<file path="config.mk">
export PLATFORM = sky130hd
export DESIGN_NAME = fxd_decoder
export DESIGN_NICKNAME = d
export VERILOG_FILES = /design/src/include/fxd_pkg.sv /design/src/include/fxd_dec_if.sv /design/src/fxd_classify.sv /design/src/fxd_decoder.sv /design/src/fxd_store.sv
export SDC_FILE = /design/constraint.sdc
export NUM_CORES = 1
export LEC_CHECK = 0
export BUFFER_PORTS_ARGS = -buffer_cell sky130_fd_sc_hd__clkbuf_2
export CORE_UTILIZATION = 45
export DETAILED_ROUTE_END_ITERATION = 10
export GPL_TIMING_DRIVEN = 0
export PLACE_DENSITY_LB_ADDON = 0.1
export SETUP_SLACK_MARGIN = 0.15
export SLEW_MARGIN = 20
export SYNTH_ARGS = -nofsm -noshare
export SYNTH_HDL_FRONTEND = slang
export SYNTH_SLANG_ARGS = --single-unit
</file>
<file path="constraint.sdc">
create_clock -name clk_sys_i -period 5.25 [get_ports clk_sys_i]
set_input_delay 1.05 -clock clk_sys_i [delete_from_list [all_inputs] [get_ports clk_sys_i]]
set_output_delay 1.05 -clock clk_sys_i [all_outputs]
set_load 0.01 [all_outputs]
</file>
<file path="src/include/fxd_pkg.sv">
// fxd_pkg: constants and types of the fixed i/o range decoder.
// assumes a 16-bit i/o address space and byte-wide i/o cycles.
package fxd_pkg;
   localparam int ADDR_W = 16;
   localparam int DATA_W = 8;
   localparam int IDX_W = 4;
   localparam int NUM_LOC = 14;
   // fixed addresses
   localparam logic [15:0] A_RTC_EXT = 16'h0073;
   localparam logic [15:0] A_PAGE_BASE = 16'h0080;
   localparam logic [15:0] A_PAGE_ALIAS = 16'h0090;
   localparam logic [15:0] A_PAGE_CH3 = 16'h0082;
   localparam logic [15:0] A_REFRESH = 16'h008F;
   localparam logic [15:0] A_REFRESH_ALIAS = 16'h009F;
   localparam logic [15:0] A_FAST_A20 = 16'h0092;
   localparam logic [15:0] A_PIC2_BASE = 16'h00A0;
   localparam logic [15:0] A_PWR_CTRL = 16'h00B2;
   localparam logic [15:0] A_PWR_STAT = 16'h00B3;
   localparam logic [15:0] A_SECOND_DMA_CONTROLLER_CHAN = 16'h00C0;
   localparam logic [15:0] A_SECOND_DMA_CONTROLLER_CTL = 16'h00D0;
   localparam logic [15:0] A_DISK_PRI_CMD = 16'h01F0;
   localparam logic [15:0] A_DISK_PRI_CTL = 16'h03F6;
   localparam logic [15:0] A_DISK_SEC_CMD = 16'h0170;
   localparam logic [15:0] A_DISK_SEC_CTL = 16'h0376;
   localparam logic [15:0] A_ELCR1 = 16'h04D0;
   localparam logic [15:0] A_ELCR2 = 16'h04D1;
   // local storage slots
   // slots 0-7 hold the eight reserved page locations, one each
   localparam logic [3:0] IDX_REFRESH = 4'h8;
   localparam logic [3:0] IDX_FAST_A20 = 4'h9;
   localparam logic [3:0] IDX_PWR_CTRL = 4'hA;
   localparam logic [3:0] IDX_PWR_STAT = 4'hB;
   localparam logic [3:0] IDX_ELCR1 = 4'hC;
   localparam logic [3:0] IDX_ELCR2 = 4'hD;
   // reset values
   localparam logic [7:0] LOC_RESET = 8'h00;
   localparam logic [3:0] SECOND_DMA_CONTROLLER_MASK_RESET = 4'h1;
   localparam logic [7:0] SECOND_DMA_CONTROLLER_STAT_RESET = 8'h00;
   // field positions of the single-channel mask write
   localparam int SMASK_BIT = 2;
   typedef enum logic [4:0] {
      T_NONE, T_RTC_EXT, T_PAGE_RSVD, T_PAGE_LOW, T_PAGE_REFRESH, T_FAST_A20,
      T_PIC2_CTRL, T_PIC2_MASK, T_PWR_MGMT, T_SECOND_DMA_CONTROLLER_CHAN, T_SECOND_DMA_CONTROLLER_CMD_STAT,
      T_SECOND_DMA_CONTROLLER_REQ, T_SECOND_DMA_CONTROLLER_SMASK, T_SECOND_DMA_CONTROLLER_MODE, T_SECOND_DMA_CONTROLLER_CLR_PTR, T_SECOND_DMA_CONTROLLER_MCLR,
      T_SECOND_DMA_CONTROLLER_CLR_MASK, T_SECOND_DMA_CONTROLLER_AMASK, T_DISK_PRI, T_DISK_SEC, T_ELCR
   } fxd_tgt_t;
   typedef enum {S_IDLE, S_DONE} fxd_state_t;
endpackage : fxd_pkg

</file>
<file path="src/include/fxd_dec_if.sv">
// fxd_dec_if: address decode result and local byte store signals.
// assumes one clock domain; driven by the decoder top and its two leaves.
`timescale 1ns/1ns
interface fxd_dec_if;
   logic [15:0] addr;
   fxd_pkg::fxd_tgt_t tgt;
   logic fwd_wr;
   logic fwd_alias;
   logic fwd_rtc;
   logic local_hit;
   logic [3:0] idx;
   logic we;
   logic [7:0] wdata;
   logic [7:0] rdata;
   modport cls (input addr, output tgt, fwd_wr, fwd_alias, fwd_rtc, local_hit, idx);
   modport store (input we, idx, wdata, output rdata);
   modport top (output addr, we, wdata, input tgt, fwd_wr, fwd_alias, fwd_rtc, local_hit, idx, rdata);
endinterface : fxd_dec_if

</file>
<file path="src/fxd_classify.sv">
// fxd_classify: purely combinational map from i/o address to target.
// assumes the address is stable while the cycle is offered.
`timescale 1ns/1ns
module fxd_classify (
   fxd_dec_if.cls dec
);
   logic [15:0] a;
   always_comb
   begin
      a = dec.addr;
      dec.tgt = fxd_pkg::T_NONE;
      dec.fwd_wr = 1'b0;
      dec.fwd_alias = 1'b0;
      dec.fwd_rtc = 1'b0;
      dec.local_hit = 1'b0;
      dec.idx = 4'h0;
      if (a == fxd_pkg::A_RTC_EXT)
      begin
         dec.tgt = fxd_pkg::T_RTC_EXT;
         dec.fwd_rtc = 1'b1;
      end
      else if (a == fxd_pkg::A_REFRESH || a == fxd_pkg::A_REFRESH_ALIAS)
      begin
         dec.tgt = fxd_pkg::T_PAGE_REFRESH;
         dec.local_hit = 1'b1;
         dec.idx = fxd_pkg::IDX_REFRESH;
      end
      else if (a[15:4] == fxd_pkg::A_PAGE_BASE[15:4] || a[15:4] == fxd_pkg::A_PAGE_ALIAS[15:4])
      begin
         case (a[3:0])
            4'h0, 4'h4, 4'h5, 4'h6, 4'h8, 4'hC, 4'hD, 4'hE:
            begin
               dec.tgt = fxd_pkg::T_PAGE_RSVD;
               dec.local_hit = 1'b1;
               // distinct slot per location; alias shares its base slot
               case (a[3:0])
                  4'h0: dec.idx = 4'h0;
                  4'h4: dec.idx = 4'h1;
                  4'h5: dec.idx = 4'h2;
                  4'h6: dec.idx = 4'h3;
                  4'h8: dec.idx = 4'h4;
                  4'hC: dec.idx = 4'h5;
                  4'hD: dec.idx = 4'h6;
                  default: dec.idx = 4'h7;
               endcase
               dec.fwd_wr = (a[15:4] == fxd_pkg::A_PAGE_BASE[15:4]);
               dec.fwd_alias = (a[15:4] == fxd_pkg::A_PAGE_ALIAS[15:4]);
            end
            4'h1, 4'h3, 4'h7, 4'h9, 4'hA, 4'hB:
               dec.tgt = fxd_pkg::T_PAGE_LOW;
            4'h2:
               dec.tgt = (a == fxd_pkg::A_PAGE_CH3) ? fxd_pkg::T_PAGE_LOW : fxd_pkg::T_NONE;
            default:
               dec.tgt = fxd_pkg::T_NONE;
         endcase
         if (a == fxd_pkg::A_FAST_A20)
         begin
            dec.tgt = fxd_pkg::T_FAST_A20;
            dec.local_hit = 1'b1;
            dec.idx = fxd_pkg::IDX_FAST_A20;
         end
      end
      else if (a == fxd_pkg::A_PWR_CTRL || a == fxd_pkg::A_PWR_STAT)
      begin
         dec.tgt = fxd_pkg::T_PWR_MGMT;
         dec.local_hit = 1'b1;
         dec.idx = a[0] ? fxd_pkg::IDX_PWR_STAT : fxd_pkg::IDX_PWR_CTRL;
      end
      else if (a[15:5] == fxd_pkg::A_PIC2_BASE[15:5] && !a[1])
         dec.tgt = a[0] ? fxd_pkg::T_PIC2_MASK : fxd_pkg::T_PIC2_CTRL;
      else if (a[15:4] == fxd_pkg::A_SECOND_DMA_CONTROLLER_CHAN[15:4])
         dec.tgt = fxd_pkg::T_SECOND_DMA_CONTROLLER_CHAN;
      else if (a[15:4] == fxd_pkg::A_SECOND_DMA_CONTROLLER_CTL[15:4])
      begin
         case (a[3:1])
            3'd0: dec.tgt = fxd_pkg::T_SECOND_DMA_CONTROLLER_CMD_STAT;
            3'd1: dec.tgt = fxd_pkg::T_SECOND_DMA_CONTROLLER_REQ;
            3'd2: dec.tgt = fxd_pkg::T_SECOND_DMA_CONTROLLER_SMASK;
            3'd3: dec.tgt = fxd_pkg::T_SECOND_DMA_CONTROLLER_MODE;
            3'd4: dec.tgt = fxd_pkg::T_SECOND_DMA_CONTROLLER_CLR_PTR;
            3'd5: dec.tgt = fxd_pkg::T_SECOND_DMA_CONTROLLER_MCLR;
            3'd6: dec.tgt = fxd_pkg::T_SECOND_DMA_CONTROLLER_CLR_MASK;
            default: dec.tgt = fxd_pkg::T_SECOND_DMA_CONTROLLER_AMASK;
         endcase
      end
      else if (a[15:3] == fxd_pkg::A_DISK_PRI_CMD[15:3] || a == fxd_pkg::A_DISK_PRI_CTL)
         dec.tgt = fxd_pkg::T_DISK_PRI;
      else if (a[15:3] == fxd_pkg::A_DISK_SEC_CMD[15:3] || a == fxd_pkg::A_DISK_SEC_CTL)
         dec.tgt = fxd_pkg::T_DISK_SEC;
      else if (a == fxd_pkg::A_ELCR1 || a == fxd_pkg::A_ELCR2)
      begin
         dec.tgt = fxd_pkg::T_ELCR;
         dec.local_hit = 1'b1;
         dec.idx = a[0] ? fxd_pkg::IDX_ELCR2 : fxd_pkg::IDX_ELCR1;
      end
   end
endmodule : fxd_classify

</file>
<file path="src/fxd_decoder.sv">
// fxd_decoder: fixed legacy i/o range decoder, one i/o cycle per request.
// assumes requests synchronous to clk_sys_i; answers one clock later.
`timescale 1ns/1ns
module fxd_decoder (
   // clock, reset, enable
   input wire logic clk_sys_i,
   input wire logic reset_i,
   input wire logic ce_i,
   // i/o cycle request
   input wire logic io_valid_i,
   input wire logic io_write_i,
   input wire logic [15:0] io_addr_i,
   input wire logic [7:0] io_wdata_i,
   // forwarding controls
   input wire logic rtc_ext_fwd_en_i,
   input wire logic alias_fwd_en_i,
   // decode answer
   output logic done_o,
   output logic claim_o,
   output logic forward_o,
   output fxd_pkg::fxd_tgt_t target_o,
   output logic local_o,
   output logic [7:0] rdata_o,
   // second dma controller mask shadow
   output logic [3:0] second_dma_controller_mask_o
);
   fxd_dec_if dec ();

   fxd_classify u_classify (
      .dec(dec)
   );

   fxd_store u_store (
      .clk_sys_i(clk_sys_i),
      .reset_i(reset_i),
      .ce_i(ce_i),
      .dec(dec)
   );

   logic take;
   assign take = io_valid_i;
   assign dec.addr = io_addr_i;
   assign dec.wdata = io_wdata_i;
   // local store is written only for claimed local locations
   assign dec.we = take && io_write_i && dec.local_hit;

   // forwarding decision
   function automatic logic fwd_of(input logic wr, input logic fw, input logic fa, input logic fr,
                                   input logic rtc_en, input logic al_en);
      logic r;
      r = 1'b0;
      if (fr)
         r = rtc_en;
      else if (fw && wr)
         r = 1'b1;
      else if (fa && wr)
         r = al_en;
      return r;
   endfunction : fwd_of

   // answer registers
   fxd_pkg::fxd_state_t st_q, st_d;
   logic done_d, claim_d, fwd_d, local_d;
   logic claim_q, fwd_q, local_q;
   fxd_pkg::fxd_tgt_t tgt_d, tgt_q;
   logic [7:0] rdata_d, rdata_q;
   logic [3:0] mask_q, mask_d;
   logic [7:0] stat_q, stat_d;
   logic wr_take;

   always_comb
   begin
      st_d = st_q;
      done_d = 1'b0;
      claim_d = claim_q;
      fwd_d = fwd_q;
      local_d = local_q;
      tgt_d = tgt_q;
      rdata_d = rdata_q;
      case (st_q)
         fxd_pkg::S_IDLE, fxd_pkg::S_DONE:
         begin
            st_d = take ? fxd_pkg::S_DONE : fxd_pkg::S_IDLE;
            if (take)
            begin
               done_d = 1'b1;
               tgt_d = dec.tgt;
               claim_d = (dec.tgt != fxd_pkg::T_NONE);
               fwd_d = fwd_of(io_write_i, dec.fwd_wr, dec.fwd_alias, dec.fwd_rtc,
                              rtc_ext_fwd_en_i, alias_fwd_en_i);
               local_d = dec.local_hit || (dec.tgt == fxd_pkg::T_SECOND_DMA_CONTROLLER_AMASK)
                         || (dec.tgt == fxd_pkg::T_SECOND_DMA_CONTROLLER_CMD_STAT);
               rdata_d = 8'h00;
               if (!io_write_i && dec.local_hit)
                  rdata_d = dec.rdata;
               else if (!io_write_i && dec.tgt == fxd_pkg::T_SECOND_DMA_CONTROLLER_AMASK)
                  rdata_d = {4'h0, mask_q};
               else if (!io_write_i && dec.tgt == fxd_pkg::T_SECOND_DMA_CONTROLLER_CMD_STAT)
                  rdata_d = stat_q;
            end
         end
         default:
            st_d = fxd_pkg::S_IDLE;
      endcase
   end

   always_ff @(posedge clk_sys_i or posedge reset_i)
   begin
      if (reset_i)
      begin
         st_q <= fxd_pkg::S_IDLE;
         done_o <= 1'b0;
         claim_q <= 1'b0;
         fwd_q <= 1'b0;
         local_q <= 1'b0;
         tgt_q <= fxd_pkg::T_NONE;
         rdata_q <= 8'h00;
      end
      else if (ce_i)
      begin
         st_q <= st_d;
         done_o <= done_d;
         claim_q <= claim_d;
         fwd_q <= fwd_d;
         local_q <= local_d;
         tgt_q <= tgt_d;
         rdata_q <= rdata_d;
      end
   end

   assign claim_o = claim_q;
   assign forward_o = fwd_q;
   assign local_o = local_q;
   assign target_o = tgt_q;
   assign rdata_o = rdata_q;

   // mask and status shadow of the second dma controller; the unit itself
   // keeps the full state, this copy answers reads at the decoder and drives second_dma_controller_mask_o.
   assign wr_take = take && io_write_i;

   always_comb
   begin
      mask_d = mask_q;
      stat_d = stat_q;
      if (wr_take)
      begin
         case (dec.tgt)
            fxd_pkg::T_SECOND_DMA_CONTROLLER_SMASK:
               mask_d[io_wdata_i[1:0]] = io_wdata_i[fxd_pkg::SMASK_BIT];
            fxd_pkg::T_SECOND_DMA_CONTROLLER_AMASK:
               mask_d = io_wdata_i[3:0];
            fxd_pkg::T_SECOND_DMA_CONTROLLER_MCLR:
               mask_d = 4'hF;
            fxd_pkg::T_SECOND_DMA_CONTROLLER_CLR_MASK:
               mask_d = 4'h0;
            fxd_pkg::T_SECOND_DMA_CONTROLLER_CMD_STAT:
               stat_d = fxd_pkg::SECOND_DMA_CONTROLLER_STAT_RESET;
            default:
               mask_d = mask_q;
         endcase
      end
   end

   always_ff @(posedge clk_sys_i or posedge reset_i)
   begin
      if (reset_i)
      begin
         mask_q <= fxd_pkg::SECOND_DMA_CONTROLLER_MASK_RESET;
         stat_q <= fxd_pkg::SECOND_DMA_CONTROLLER_STAT_RESET;
         second_dma_controller_mask_o <= fxd_pkg::SECOND_DMA_CONTROLLER_MASK_RESET;
      end
      else if (ce_i)
      begin
         mask_q <= mask_d;
         stat_q <= stat_d;
         second_dma_controller_mask_o <= mask_d;
      end
   end
endmodule : fxd_decoder

</file>
<file path="src/fxd_store.sv">
// fxd_store: byte locations kept inside the decoder, all reset to zero.
// assumes writes arrive as single-cycle enables from the decoder top.
`timescale 1ns/1ns
module fxd_store (
   input wire logic clk_sys_i,
   input wire logic reset_i,
   input wire logic ce_i,
   fxd_dec_if.store dec
);
   logic [7:0] loc_q [fxd_pkg::NUM_LOC];
   logic [7:0] loc_d [fxd_pkg::NUM_LOC];
   for (genvar g = 0; g < fxd_pkg::NUM_LOC; g++)
   begin : g_loc
      always_comb
      begin
         loc_d[g] = loc_q[g];
         if (dec.we && dec.idx == 4'(g))
            loc_d[g] = dec.wdata;
      end
      always_ff @(posedge clk_sys_i or posedge reset_i)
      begin
         if (reset_i)
            loc_q[g] <= fxd_pkg::LOC_RESET;
         else if (ce_i)
            loc_q[g] <= loc_d[g];
      end
   end
   assign dec.rdata = (dec.idx < 4'(fxd_pkg::NUM_LOC)) ? loc_q[dec.idx] : fxd_pkg::LOC_RESET;
endmodule : fxd_store
</file>
==> impl.org, run 1 <==
** Die
- Number of placement rows :: 45
- Boundary pin count :: 52
- Die outline width :: 128 um
- The core region is 15300 um^2.
- Starting density of the core :: 46.5%
- Die area :: 16300 um^2
- Die Height :: 128 um

** Placed design
- The congestion estimate from routability-driven global placement came to 0.884.
- Setup Slack @ Placement :: 0.480 ns
- Placement-stage cell area :: 7670 um^2
- Total of buffers placed on input and output ports :: 48
- Cell count after placement :: 889
- Placed wire-length estimate after detailed placement :: 13.9 mm

** Worst hold path
- Counting instances, the worst hold path has a depth of 2.
- The tightest min-delay check is of the reg -> reg type.
- Startpoint of the most critical hold path :: rdata_o[5]$_DFFE_PP0P_
- Terminating pin of the worst hold path :: rdata_o[5]$_DFFE_PP0P_

** Routing
- Total number of vias :: 5419
- Number of vias per cell :: 5.88
- Mean routed wirelength per cell :: 21.5 um
- Violation count after the first detailed-route iteration :: 420
- Remaining routing DRC violations :: 0
- Aggregate routed wire length :: 19.8 mm
- Number of nets with antenna violations after routing :: 0
- The pre-antenna-repair detailed-routing pass consisted of 5 iterations.

** Critical path
- Crit end category :: register
- Arrival time at the worst endpoint :: 4.65 ns
- Worst reg2reg path endpoint :: rdata_o[6]$_DFFE_PP0P_
- Crit path launch type :: input port
- The worst register-to-register path begins at u_store.loc_q[94]$_DFFE_PP0P_.
- Counting cells, the worst reg-to-reg path comes to 4.
- Required arrival time at the worst endpoint :: 5.56 ns
- Critical Setup Path Class :: in -> reg
- Setup slack of the worst register-to-register path :: 3.68 ns
- CP Max Fanout :: 9

** Clock network
- The clock passes through at most 2 buffers.
- Clock Latency Late Sink :: 0.43 ns
- The tree built by TritonCTS fans out to 133 sinks.
- After clock tree synthesis, the clock-pin slew on the worst setup and hold paths is 0.05 ns.
- CTS resizes :: 0
- Number of clock buffers inserted by TritonCTS :: 17
- The H-tree was split into 4 levels.
- TritonCTS built the clock tree.
- The cell sitting at the root of the clock tree is a sky130_fd_sc_hd__clkbuf_16.
- Buffers added to address setup during post-CTS repair amount to 0.
- Hold buffer count at CTS :: 0

** Yosys
- Synth unique cells :: 62
- Avg Inst Size Synth :: 11.3 um^2
- The synthesized netlist devotes 14.6% of its cell area to simple gates.
- Post-synth EDFFs :: 0
- Count of state elements after synthesis :: 133
- Cell area after technology mapping :: 7120 um^2
- Multiplexer cells account for 26.3% of the synthesized area.
- Ys async rst share :: 100%
- Synthesis produced a netlist whose cell count is 629.
- XOR/XNOR Fraction of Synth Area :: 0.246%
- Synthesized-area fraction occupied by ao, oa, aoi and oai cells :: 9.35%
- Among all flip-flop cells after synthesis, the most frequent one is sky130_fd_sc_hd__dfrtp_1.
- Main combinational cell family by area after synthesis :: multiplexers
- Number of nets produced by synthesis :: 660
- Sequential cells were found to cover 46.8% of the synthesized design area.
- The synthesized netlist devotes 0% of its cell area to adder and majority cells.
- Count of yosys warnings during synthesis :: 0

** Timing
- Setup-failing EPs final :: 0
- Headroom to the max-slew limit :: 35.5%
- The worst path in the final design needs a cycle of 4.34 ns, including I/O delays and setup.
- Post-route worst setup slack :: 0.913 ns
- Setup repair after global routing left no endpoint under its margin.
- Timing would allow up to 231 MHz.
- For the pin with the worst max-slew slack, the measured transition is 0.964 ns.
- Final hold violation count :: 0
- The number of slew-limit violations in the final report was 0.
- In the final timing run, aggregate negative setup slack is 0 ns.
- Fin crit share :: 82.6%
- On the final layout, the worst clock skew is 0.00922 ns.

** Global routing
- Global routing consumed, on the met1 layer, 34.3% of the routing resources.
- The number of global-route vias before repair is 5465.
- In this run the most used layer during global routing was met2.
- Number of antenna violations at the first check in global routing :: 0
- Entering global routing, the biggest net connects 72 pins.
- Congestion Overflow GR :: 0
- Grt met3 use :: 5.26%
- GR Layer Usage met2 :: 41.6%
- For this run, the total global-route usage over all layers was measured as 25.8%.
- The first global-routing pass estimated 31.0 mm of wire.

** Final layout
- Final non-filler cell total :: 921
- Summing all flip-flop and latch instances after layout gives 3330 um^2.
- Fill cells in the final layout number 1380.
- Final nets :: 728
- Area of all placed cells without fillers :: 8270 um^2
- The multi-input combinational cells in the finished layout cover a total of 3610 um^2.
- In the final layout, the share of cells above drive strength 1 is 32.4%.
- Layout-stage area growth over the synthesis result :: 16.1%
- The number of antenna diodes in the final layout is 0.

** Pwr
- VDD sags by at most 225 uV.
- Static leakage :: 3.96 nW
- Total power density per cell area :: 283 nW/um^2
- After layout, the design draws a total of 2.34 mW.

** Run
- Max-cap violations in this run came to 0.

** Outcome
- Result of the run :: complete, no violations
-- critical path: stages --
cell,delay [ns]
sky130_fd_sc_hd__clkbuf_1,0.17
sky130_fd_sc_hd__or4b_2,0.68
sky130_fd_sc_hd__nor4_1,0.70
sky130_fd_sc_hd__nor2_1,0.12
sky130_fd_sc_hd__a21boi_0,0.22
sky130_fd_sc_hd__nor3_1,0.43
sky130_fd_sc_hd__nor3b_2,0.86
sky130_fd_sc_hd__mux2_2,0.41
-- where the power goes --
group	internal, mW	switching, mW	total [mW]
sequential	1.03	0.000878	1.03
clock	0.709	0.490	1.20
combinational	0.0298	0.0822	0.112
-- per-layer routing --
metal  share of wire [%]  vias up
li1                    -     2494
met1                  45     2736
met2                  48      159
met3                 4.6       30
met4                 2.2        0
met5                   0        -
-- synth_stat cells, drive strengths merged, types with 3 or more instances --
library cell,n,area (um^2)
a31oi,4,25.0
a22oi,6,45.0
a21oi,11,62.6
mux2,121,1390
inv,7,26.3
mux4,3,67.6
o2111ai,7,61.3
a311oi,4,35.0
nor2,27,101
o31ai,3,22.5
or4,5,45.0
o21a,4,30.0
nand3,18,90.1
dfrtp,132,3300
and3b,3,26.3
nand4,16,100
buf,12,65.1
nor4b,4,35.0
a211o,4,35.0
or3,4,25.0
and3,6,37.5
clkbuf,29,109
mux2i,41,410
nor4,6,50.0
nor3,13,87.6
a211oi,8,60.1
nor2b,3,18.8
nor3b,8,65.1
o211ai,5,37.5
nand2b,5,31.3
o22ai,4,25.0
o21ai,22,110
nand2,54,203
-- through the flow --
stage                     hold slack (ns)  utilization, %
after floorplan                     0.458               -
after global placement              0.463            49.8
after detailed placement            0.473            50.1
after CTS                           0.486            53.9
after global routing                0.513            54.0
final                               0.483            54.0
-- how the worst max path moves through the flow --
| stage | slack (ns) | cells past startpoint | start | end |
|---|---|---|---|---|
| floorplan | 0.65 | 1 | reset_i | asynchronous set/reset pin |
| global placement | -0.68 | 2 | reset_i | rdata_o[1]$_DFFE_PP0P_ |
| detailed placement | 0.48 | 9 | io_addr_i[13] | u_store.loc_q[75]$_DFFE_PP0P_ |
| CTS | 0.93 | 9 | io_addr_i[13] | u_store.loc_q[79]$_DFFE_PP0P_ |
| global route | 0.76 | 9 | io_addr_i[13] | u_store.loc_q[79]$_DFFE_PP0P_ |
| finish | 0.91 | 8 | io_addr_i[2] | u_store.loc_q[78]$_DFFE_PP0P_ |
-- cells by family after synthesis --
logic type,Yosys count
AO/OA/AOI/OAI,95
XOR/XNOR,2
AND/OR/NAND/NOR,186
multiplexers,165
buffers and inverters,48
flip-flops,133
-- sequential cells by signal, indices dropped and copies added, names as in the netlist, named ones only --
name,flops
claim_o,1
local_o,1
target_o,5
st_q,1
rdata_o,8
u_store.loc_q,112
forward_o,1
-- layout by cell type (no fill, tap or decap), types with 3 or more instances in the layout --
master | Yosys | layout
sky130_fd_sc_hd__mux2_2 | 111 | 111
sky130_fd_sc_hd__nand4_1 | 16 | 16
sky130_fd_sc_hd__a211o_1 | 4 | 4
sky130_fd_sc_hd__o22ai_1 | 4 | 4
sky130_fd_sc_hd__a21oi_1 | 9 | 9
sky130_fd_sc_hd__clkbuf_16 | 0 | 17
sky130_fd_sc_hd__dfrtp_1 | 132 | 132
sky130_fd_sc_hd__mux2i_1 | 41 | 41
sky130_fd_sc_hd__or4_1 | 3 | 3
sky130_fd_sc_hd__nand2_1 | 54 | 54
sky130_fd_sc_hd__nor3_1 | 11 | 11
sky130_fd_sc_hd__clkbuf_2 | 0 | 48
sky130_fd_sc_hd__or3_1 | 4 | 4
sky130_fd_sc_hd__nor3b_1 | 7 | 7
sky130_fd_sc_hd__nor2_1 | 27 | 27
sky130_fd_sc_hd__o31ai_1 | 3 | 3
sky130_fd_sc_hd__and3_1 | 6 | 6
sky130_fd_sc_hd__inv_6 | 0 | 5
sky130_fd_sc_hd__a311oi_1 | 4 | 4
sky130_fd_sc_hd__nand3_1 | 18 | 18
sky130_fd_sc_hd__o21ai_0 | 21 | 21
sky130_fd_sc_hd__clkinvlp_4 | 0 | 4
sky130_fd_sc_hd__and3b_1 | 3 | 3
sky130_fd_sc_hd__buf_2 | 10 | 10
sky130_fd_sc_hd__clkbuf_1 | 29 | 29
sky130_fd_sc_hd__mux2_4 | 8 | 8
sky130_fd_sc_hd__inv_1 | 7 | 6
sky130_fd_sc_hd__o21a_1 | 4 | 4
sky130_fd_sc_hd__nor2b_1 | 3 | 3
sky130_fd_sc_hd__nor4b_1 | 4 | 4
sky130_fd_sc_hd__o211ai_1 | 5 | 5
sky130_fd_sc_hd__a22oi_1 | 6 | 6
sky130_fd_sc_hd__nand2b_1 | 5 | 5
sky130_fd_sc_hd__o2111ai_1 | 7 | 7
sky130_fd_sc_hd__nor4_1 | 4 | 3
sky130_fd_sc_hd__a31oi_1 | 4 | 4
sky130_fd_sc_hd__mux4_2 | 3 | 3
sky130_fd_sc_hd__a211oi_1 | 8 | 8
-- layout make-up --
| cell class | count | area share [%] |
|---|---|---|
| clock buffers | 17 | 5.15 |
| inverters | 7 | 0.409 |
| clock inverters | 15 | 2.03 |
| multi-input cells | 448 | 43.6 |
| flip-flops and latches | 133 | 40.3 |
| well taps | 211 | 3.19 |
| repair buffers | 49 | 3.24 |
| plain buffers | 41 | 2.10 |
Note: power is estimated with default switching activity, not from simulation.
==> run 2, diff against run 1 <==
--- a/config.mk
+++ b/config.mk
@@ -5,6 +5,7 @@
 export SDC_FILE = /design/constraint.sdc
 export NUM_CORES = 1
 export LEC_CHECK = 0
+export ABC_AREA = 1
 export BUFFER_PORTS_ARGS = -buffer_cell sky130_fd_sc_hd__clkbuf_2
 export CORE_UTILIZATION = 45
 export DETAILED_ROUTE_END_ITERATION = 10
==> constraint.sdc (replaced) <==
create_clock -name clk_sys_i -period 3.9 [get_ports clk_sys_i]
set_input_delay 0.78 -clock clk_sys_i [delete_from_list [all_inputs] [get_ports clk_sys_i]]
set_output_delay 0.78 -clock clk_sys_i [all_outputs]
set_load 0.01 [all_outputs]
==> impl.org, run 2 <==
** Clock network
- Clock tree from TritonCTS :: built
- Hold buffer count at CTS :: 0 (unchanged)
- The post-cts sizing count came to 0 (unchanged).
- Clock Latency Late Sink :: 0.41 ns (-0.02 ns)
- Root Buffer :: sky130_fd_sc_hd__clkbuf_16
- The clock tree buffer depth came to 2 (unchanged).
- Clock-pin slew on the worst setup and hold paths :: 0.06 ns (about the same)
- The count of clock tree sinks is 133 (unchanged).
- Post-CTS repair timing setup buffer count :: 0 (unchanged)
- Number of clock buffers inserted by TritonCTS :: 17 (unchanged)
- The number of H-tree levels came to 4 (unchanged).

** Final layout
- Register area :: 3330 um^2 (unchanged)
- Final nets :: 1074 (+48%)
- The library cell used most frequently in the layout, excluding fill and tap cells, is sky130_fd_sc_hd__nand2_1.
- From synthesis to final layout, the design area changed by 16.4%.
- The filler cell count in the final layout is 1566 (+13%).
- The final core utilization is 53.3% (-0.71 points).
- Fraction of layout cells with a size suffix above 1 :: 15.6% (-17 points)
- Area taken by multi-input logic gates :: 3230 um^2 (-11%)
- In the layout the commonest cells are sky130_fd_sc_hd__nand2_1 (312), sky130_fd_sc_hd__dfrtp_1 (132), sky130_fd_sc_hd__inv_1 (113).
- Counting flops per register, the top entry is u_store.loc_q.
- The number of antenna diodes is 0 (unchanged).
- Final non-filler cell total :: 1272 (+38%)
- Flip-flop count of the largest register, all copies and words added :: 112 (unchanged)

** Critical path
- The worst setup path is captured at a register.
- The data arrival at the endpoint of the critical path came to 3.29 ns (-1.36 ns).
- The worst setup path is launched from an input port.
- The critical path goes through clkbuf_2 -> nor2_2 -> nand2_1 -> nor2_4 -> buf_6 -> nand4_1 -> nand2_1 -> inv_2 -> o211ai_4 -> nand2_4 -> clkbuf_1 -> or2_1 -> nand4_1 -> nand2_1 -> nand2_1 -> nor2_1 -> nor2_1 -> nor2_1.
- The maximum cell stage delay along the critical path is 0.31 ns (-0.55 ns).
- The maximum net fanout on the critical path is 10 (+1).
- The data required time at the worst endpoint was 4.20 ns (-1.36 ns).
- The setup path with the least slack is of type in -> reg.
- The slowest stage of the critical path is the sky130_fd_sc_hd__clkbuf_1 cell.
- Cell occurring most often along the worst timing path :: sky130_fd_sc_hd__nand2_1

** Die
- Number of placement rows :: 46 (+2.2%)
- The overall die width came to 129 um (+0.85%).
- The initial cell density of the core is 45.8% (-0.72 points).
- Die Height :: 129 um (+0.85%)
- Boundary pin count :: 52 (unchanged)
- Placeable core region :: 15800 um^2 (+3.3%)
- Die area :: 16600 um^2 (+1.7%)

** Global routing
- Number of antenna violations at the first check in global routing :: 0 (unchanged)
- The number of global-route vias before repair is 5990 (+9.6%).
- Overall routing resource usage :: 25.9% (+0.085 points)
- First-pass GRT wire length :: 32.4 mm (+4.5%)
- The overflow left after global routing is 0 (unchanged).
- Maximum number of pins on one net before global-route repair :: 34 (-53%)

** Yosys
- Ys async rst share :: 100% (unchanged)
- Area share of the largest cell type after synthesis :: 45.6% (-0.79 points)
- Count of yosys warnings during synthesis :: 0 (unchanged)
- The number of nets in the synthesized netlist was 1000 (+52%).
- In the post-synthesis netlist, the biggest area contributors are sky130_fd_sc_hd__dfrtp_1 (46%), sky130_fd_sc_hd__nand2_1 (16%), sky130_fd_sc_hd__o21ai_0 (6.6%), sky130_fd_sc_hd__inv_1 (5.9%), sky130_fd_sc_hd__nor2_1 (4.7%).
- Cells after synthesis :: 969 (+54%)
- The number of flops mapped to enable cells by yosys is 0 (unchanged).
- The most used flip-flop cell after synthesis is sky130_fd_sc_hd__dfrtp_1.
- Yosys instantiated no cell more often than sky130_fd_sc_hd__nand2_1.
- Seq/Total Area, Yosys :: 46.0% (-0.80 points)
- The mean instance size in the synthesized netlist came to 7.48 um^2 (-34%).
- Cell area after technology mapping :: 7240 um^2 (+1.7%)
- In the synthesized netlist, the cells that appear most often are sky130_fd_sc_hd__nand2_1 (312), sky130_fd_sc_hd__dfrtp_1 (132), sky130_fd_sc_hd__inv_1 (114).
- The post-synthesis cell type count was 39 (-37%).
- Leading area contributor after synthesis :: sky130_fd_sc_hd__dfrtp_1
- The count of state elements after synthesis came to 133 (unchanged).

** Placed design
- Placed wire-length estimate after detailed placement :: 14.7 mm (+5.9%)
- The placer congestion estimate is 0.929 (+5.1%).
- The number of instances in the placed design came to 1240 (+39%).
- Total of buffers placed on input and output ports :: 51 (+6.3%)

** Timing
- The worst path in the final design needs a cycle of 2.99 ns, including I/O delays and setup.
- Slew at the pin closest to its max-slew limit :: 0.991 ns (+0.0271 ns)
- The final number of setup-violating endpoints is 0 (unchanged).
- Number of slew-limit violations in the final report :: 0 (unchanged)
- Headroom to the max-slew limit :: 33.4% (-2.0 points)
- Achievable clock frequency :: 334 MHz
- Final hold violation count :: 0 (unchanged)
- The setup TNS came to 0 ns (unchanged).
- After layout, the worst path uses 76.8% of the clock period.
- Clk_skew :: 0.0107 ns (+0.00145 ns)
- RSZ-0062 raised after global routing :: no

** Run
- The max-cap violation count was 0 (unchanged).

** Outcome
- Result of the run :: complete, no violations

** Routing
- The number of iterations in the first detailed-routing pass was 5 (unchanged).
- Number of vias per cell :: 5.09 (-13%)
- The number of DRC markers in iteration 0 was 556 (+32%).
- Mean routed wirelength per cell :: 15.9 um (-26%)
- Remaining routing DRC violations :: 0 (unchanged)
- The total detailed-routing wirelength is 20.2 mm (+2.1%).
- Total number of vias :: 6474 (+19%)
- The final antenna-violating net count is 0 (unchanged).

** Pwr
- The total power after layout is 3.16 mW (+35%).
- Total power density per cell area :: 375 nW/um^2 (+33%)
- The highest ir drop seen on vdd is 288 uV (+28%).
- The leakage power was 4.14 nW (+4.4%).

** Worst hold path
- The tightest min-delay check is of the in -> async type.
run 2: path summary, 6_finish.rpt:
check,startpoint,depth (start not counted),to,slack [ns]
worst max register to register,u_store.loc_q[99]$_DFFE_PP0P_,7,rdata_o[3]$_DFFE_PP0P_,2.58
min in group clk_sys_i,u_store.loc_q[75]$_DFFE_PP0P_,2,u_store.loc_q[75]$_DFFE_PP0P_,0.48
worst max-delay path,io_addr_i[9],18,rdata_o[0]$_DFFE_PP0P_,0.91
worst min-delay path,reset_i,2,u_store.loc_q[85]$_DFFE_PP0P_,0.36
worst min register to register,u_store.loc_q[75]$_DFFE_PP0P_,2,u_store.loc_q[75]$_DFFE_PP0P_,0.48
max in group asynchronous,reset_i,4,asynchronous set/reset pin,2.73
run 2: routing by layer:
metal / routed length [um] / GRT usage [%] / vias up / part of all wire [%]
met4: 471 / 8.51 / 0 / 2.3
met5: 0 / 0 / - / 0
met2: 9410 / 41.8 / 179 / 47
met3: 850 / 4.28 / 27 / 4.2
met1: 9440 / 35.4 / 3063 / 47
li1: - / - / 3205 / -
run 2: kinds of logic (layout without fill, tap and decap cells):
logic type	Yosys count	count (layout)	synth area share (%)
and+or+nand+nor	517	517	32.3
buffers and inverters	163	250	9.50
AOI/OAI and AO/OA	156	156	12.3
DFF	133	133	46.0
run 2: report_power, final:
part / total [mW] / internal (mW) / switching (mW)
clock: 1.58 / 1.01 / 0.568
sequential: 1.40 / 1.40 / 0.00744
combinational: 0.182 / 0.0524 / 0.130
run 2: layout make-up:
class	count	area share, %
Inverter	127	5.70
Multi-Input combinational cell	673	38.3
Clock buffer	27	5.97
Tap cell	216	3.21
Sequential cell	133	39.5
Buffer	36	2.51
Clock inverter	5	0.890
Timing Repair Buffer	55	3.98
run 2: per-stage QoR:
stage / instance area (um^2) / setup slack (ns) / hold WS, ns
after floorplan: 7250 / 1.25 / 0.445
after global placement: 7770 / 0.517 / 0.459
after detailed placement: 7850 / 0.550 / 0.465
after CTS: 8430 / 0.929 / 0.362
after global routing: 8430 / 0.781 / 0.384
final: 8430 / 0.905 / 0.360
run 2: worst max-delay path: cells and delay by family:
family	cells	cell delay, ns
AOI/OAI and AO/OA	1	0.17
buffers and inverters	4	0.66
and+or+nand+nor	13	1.66
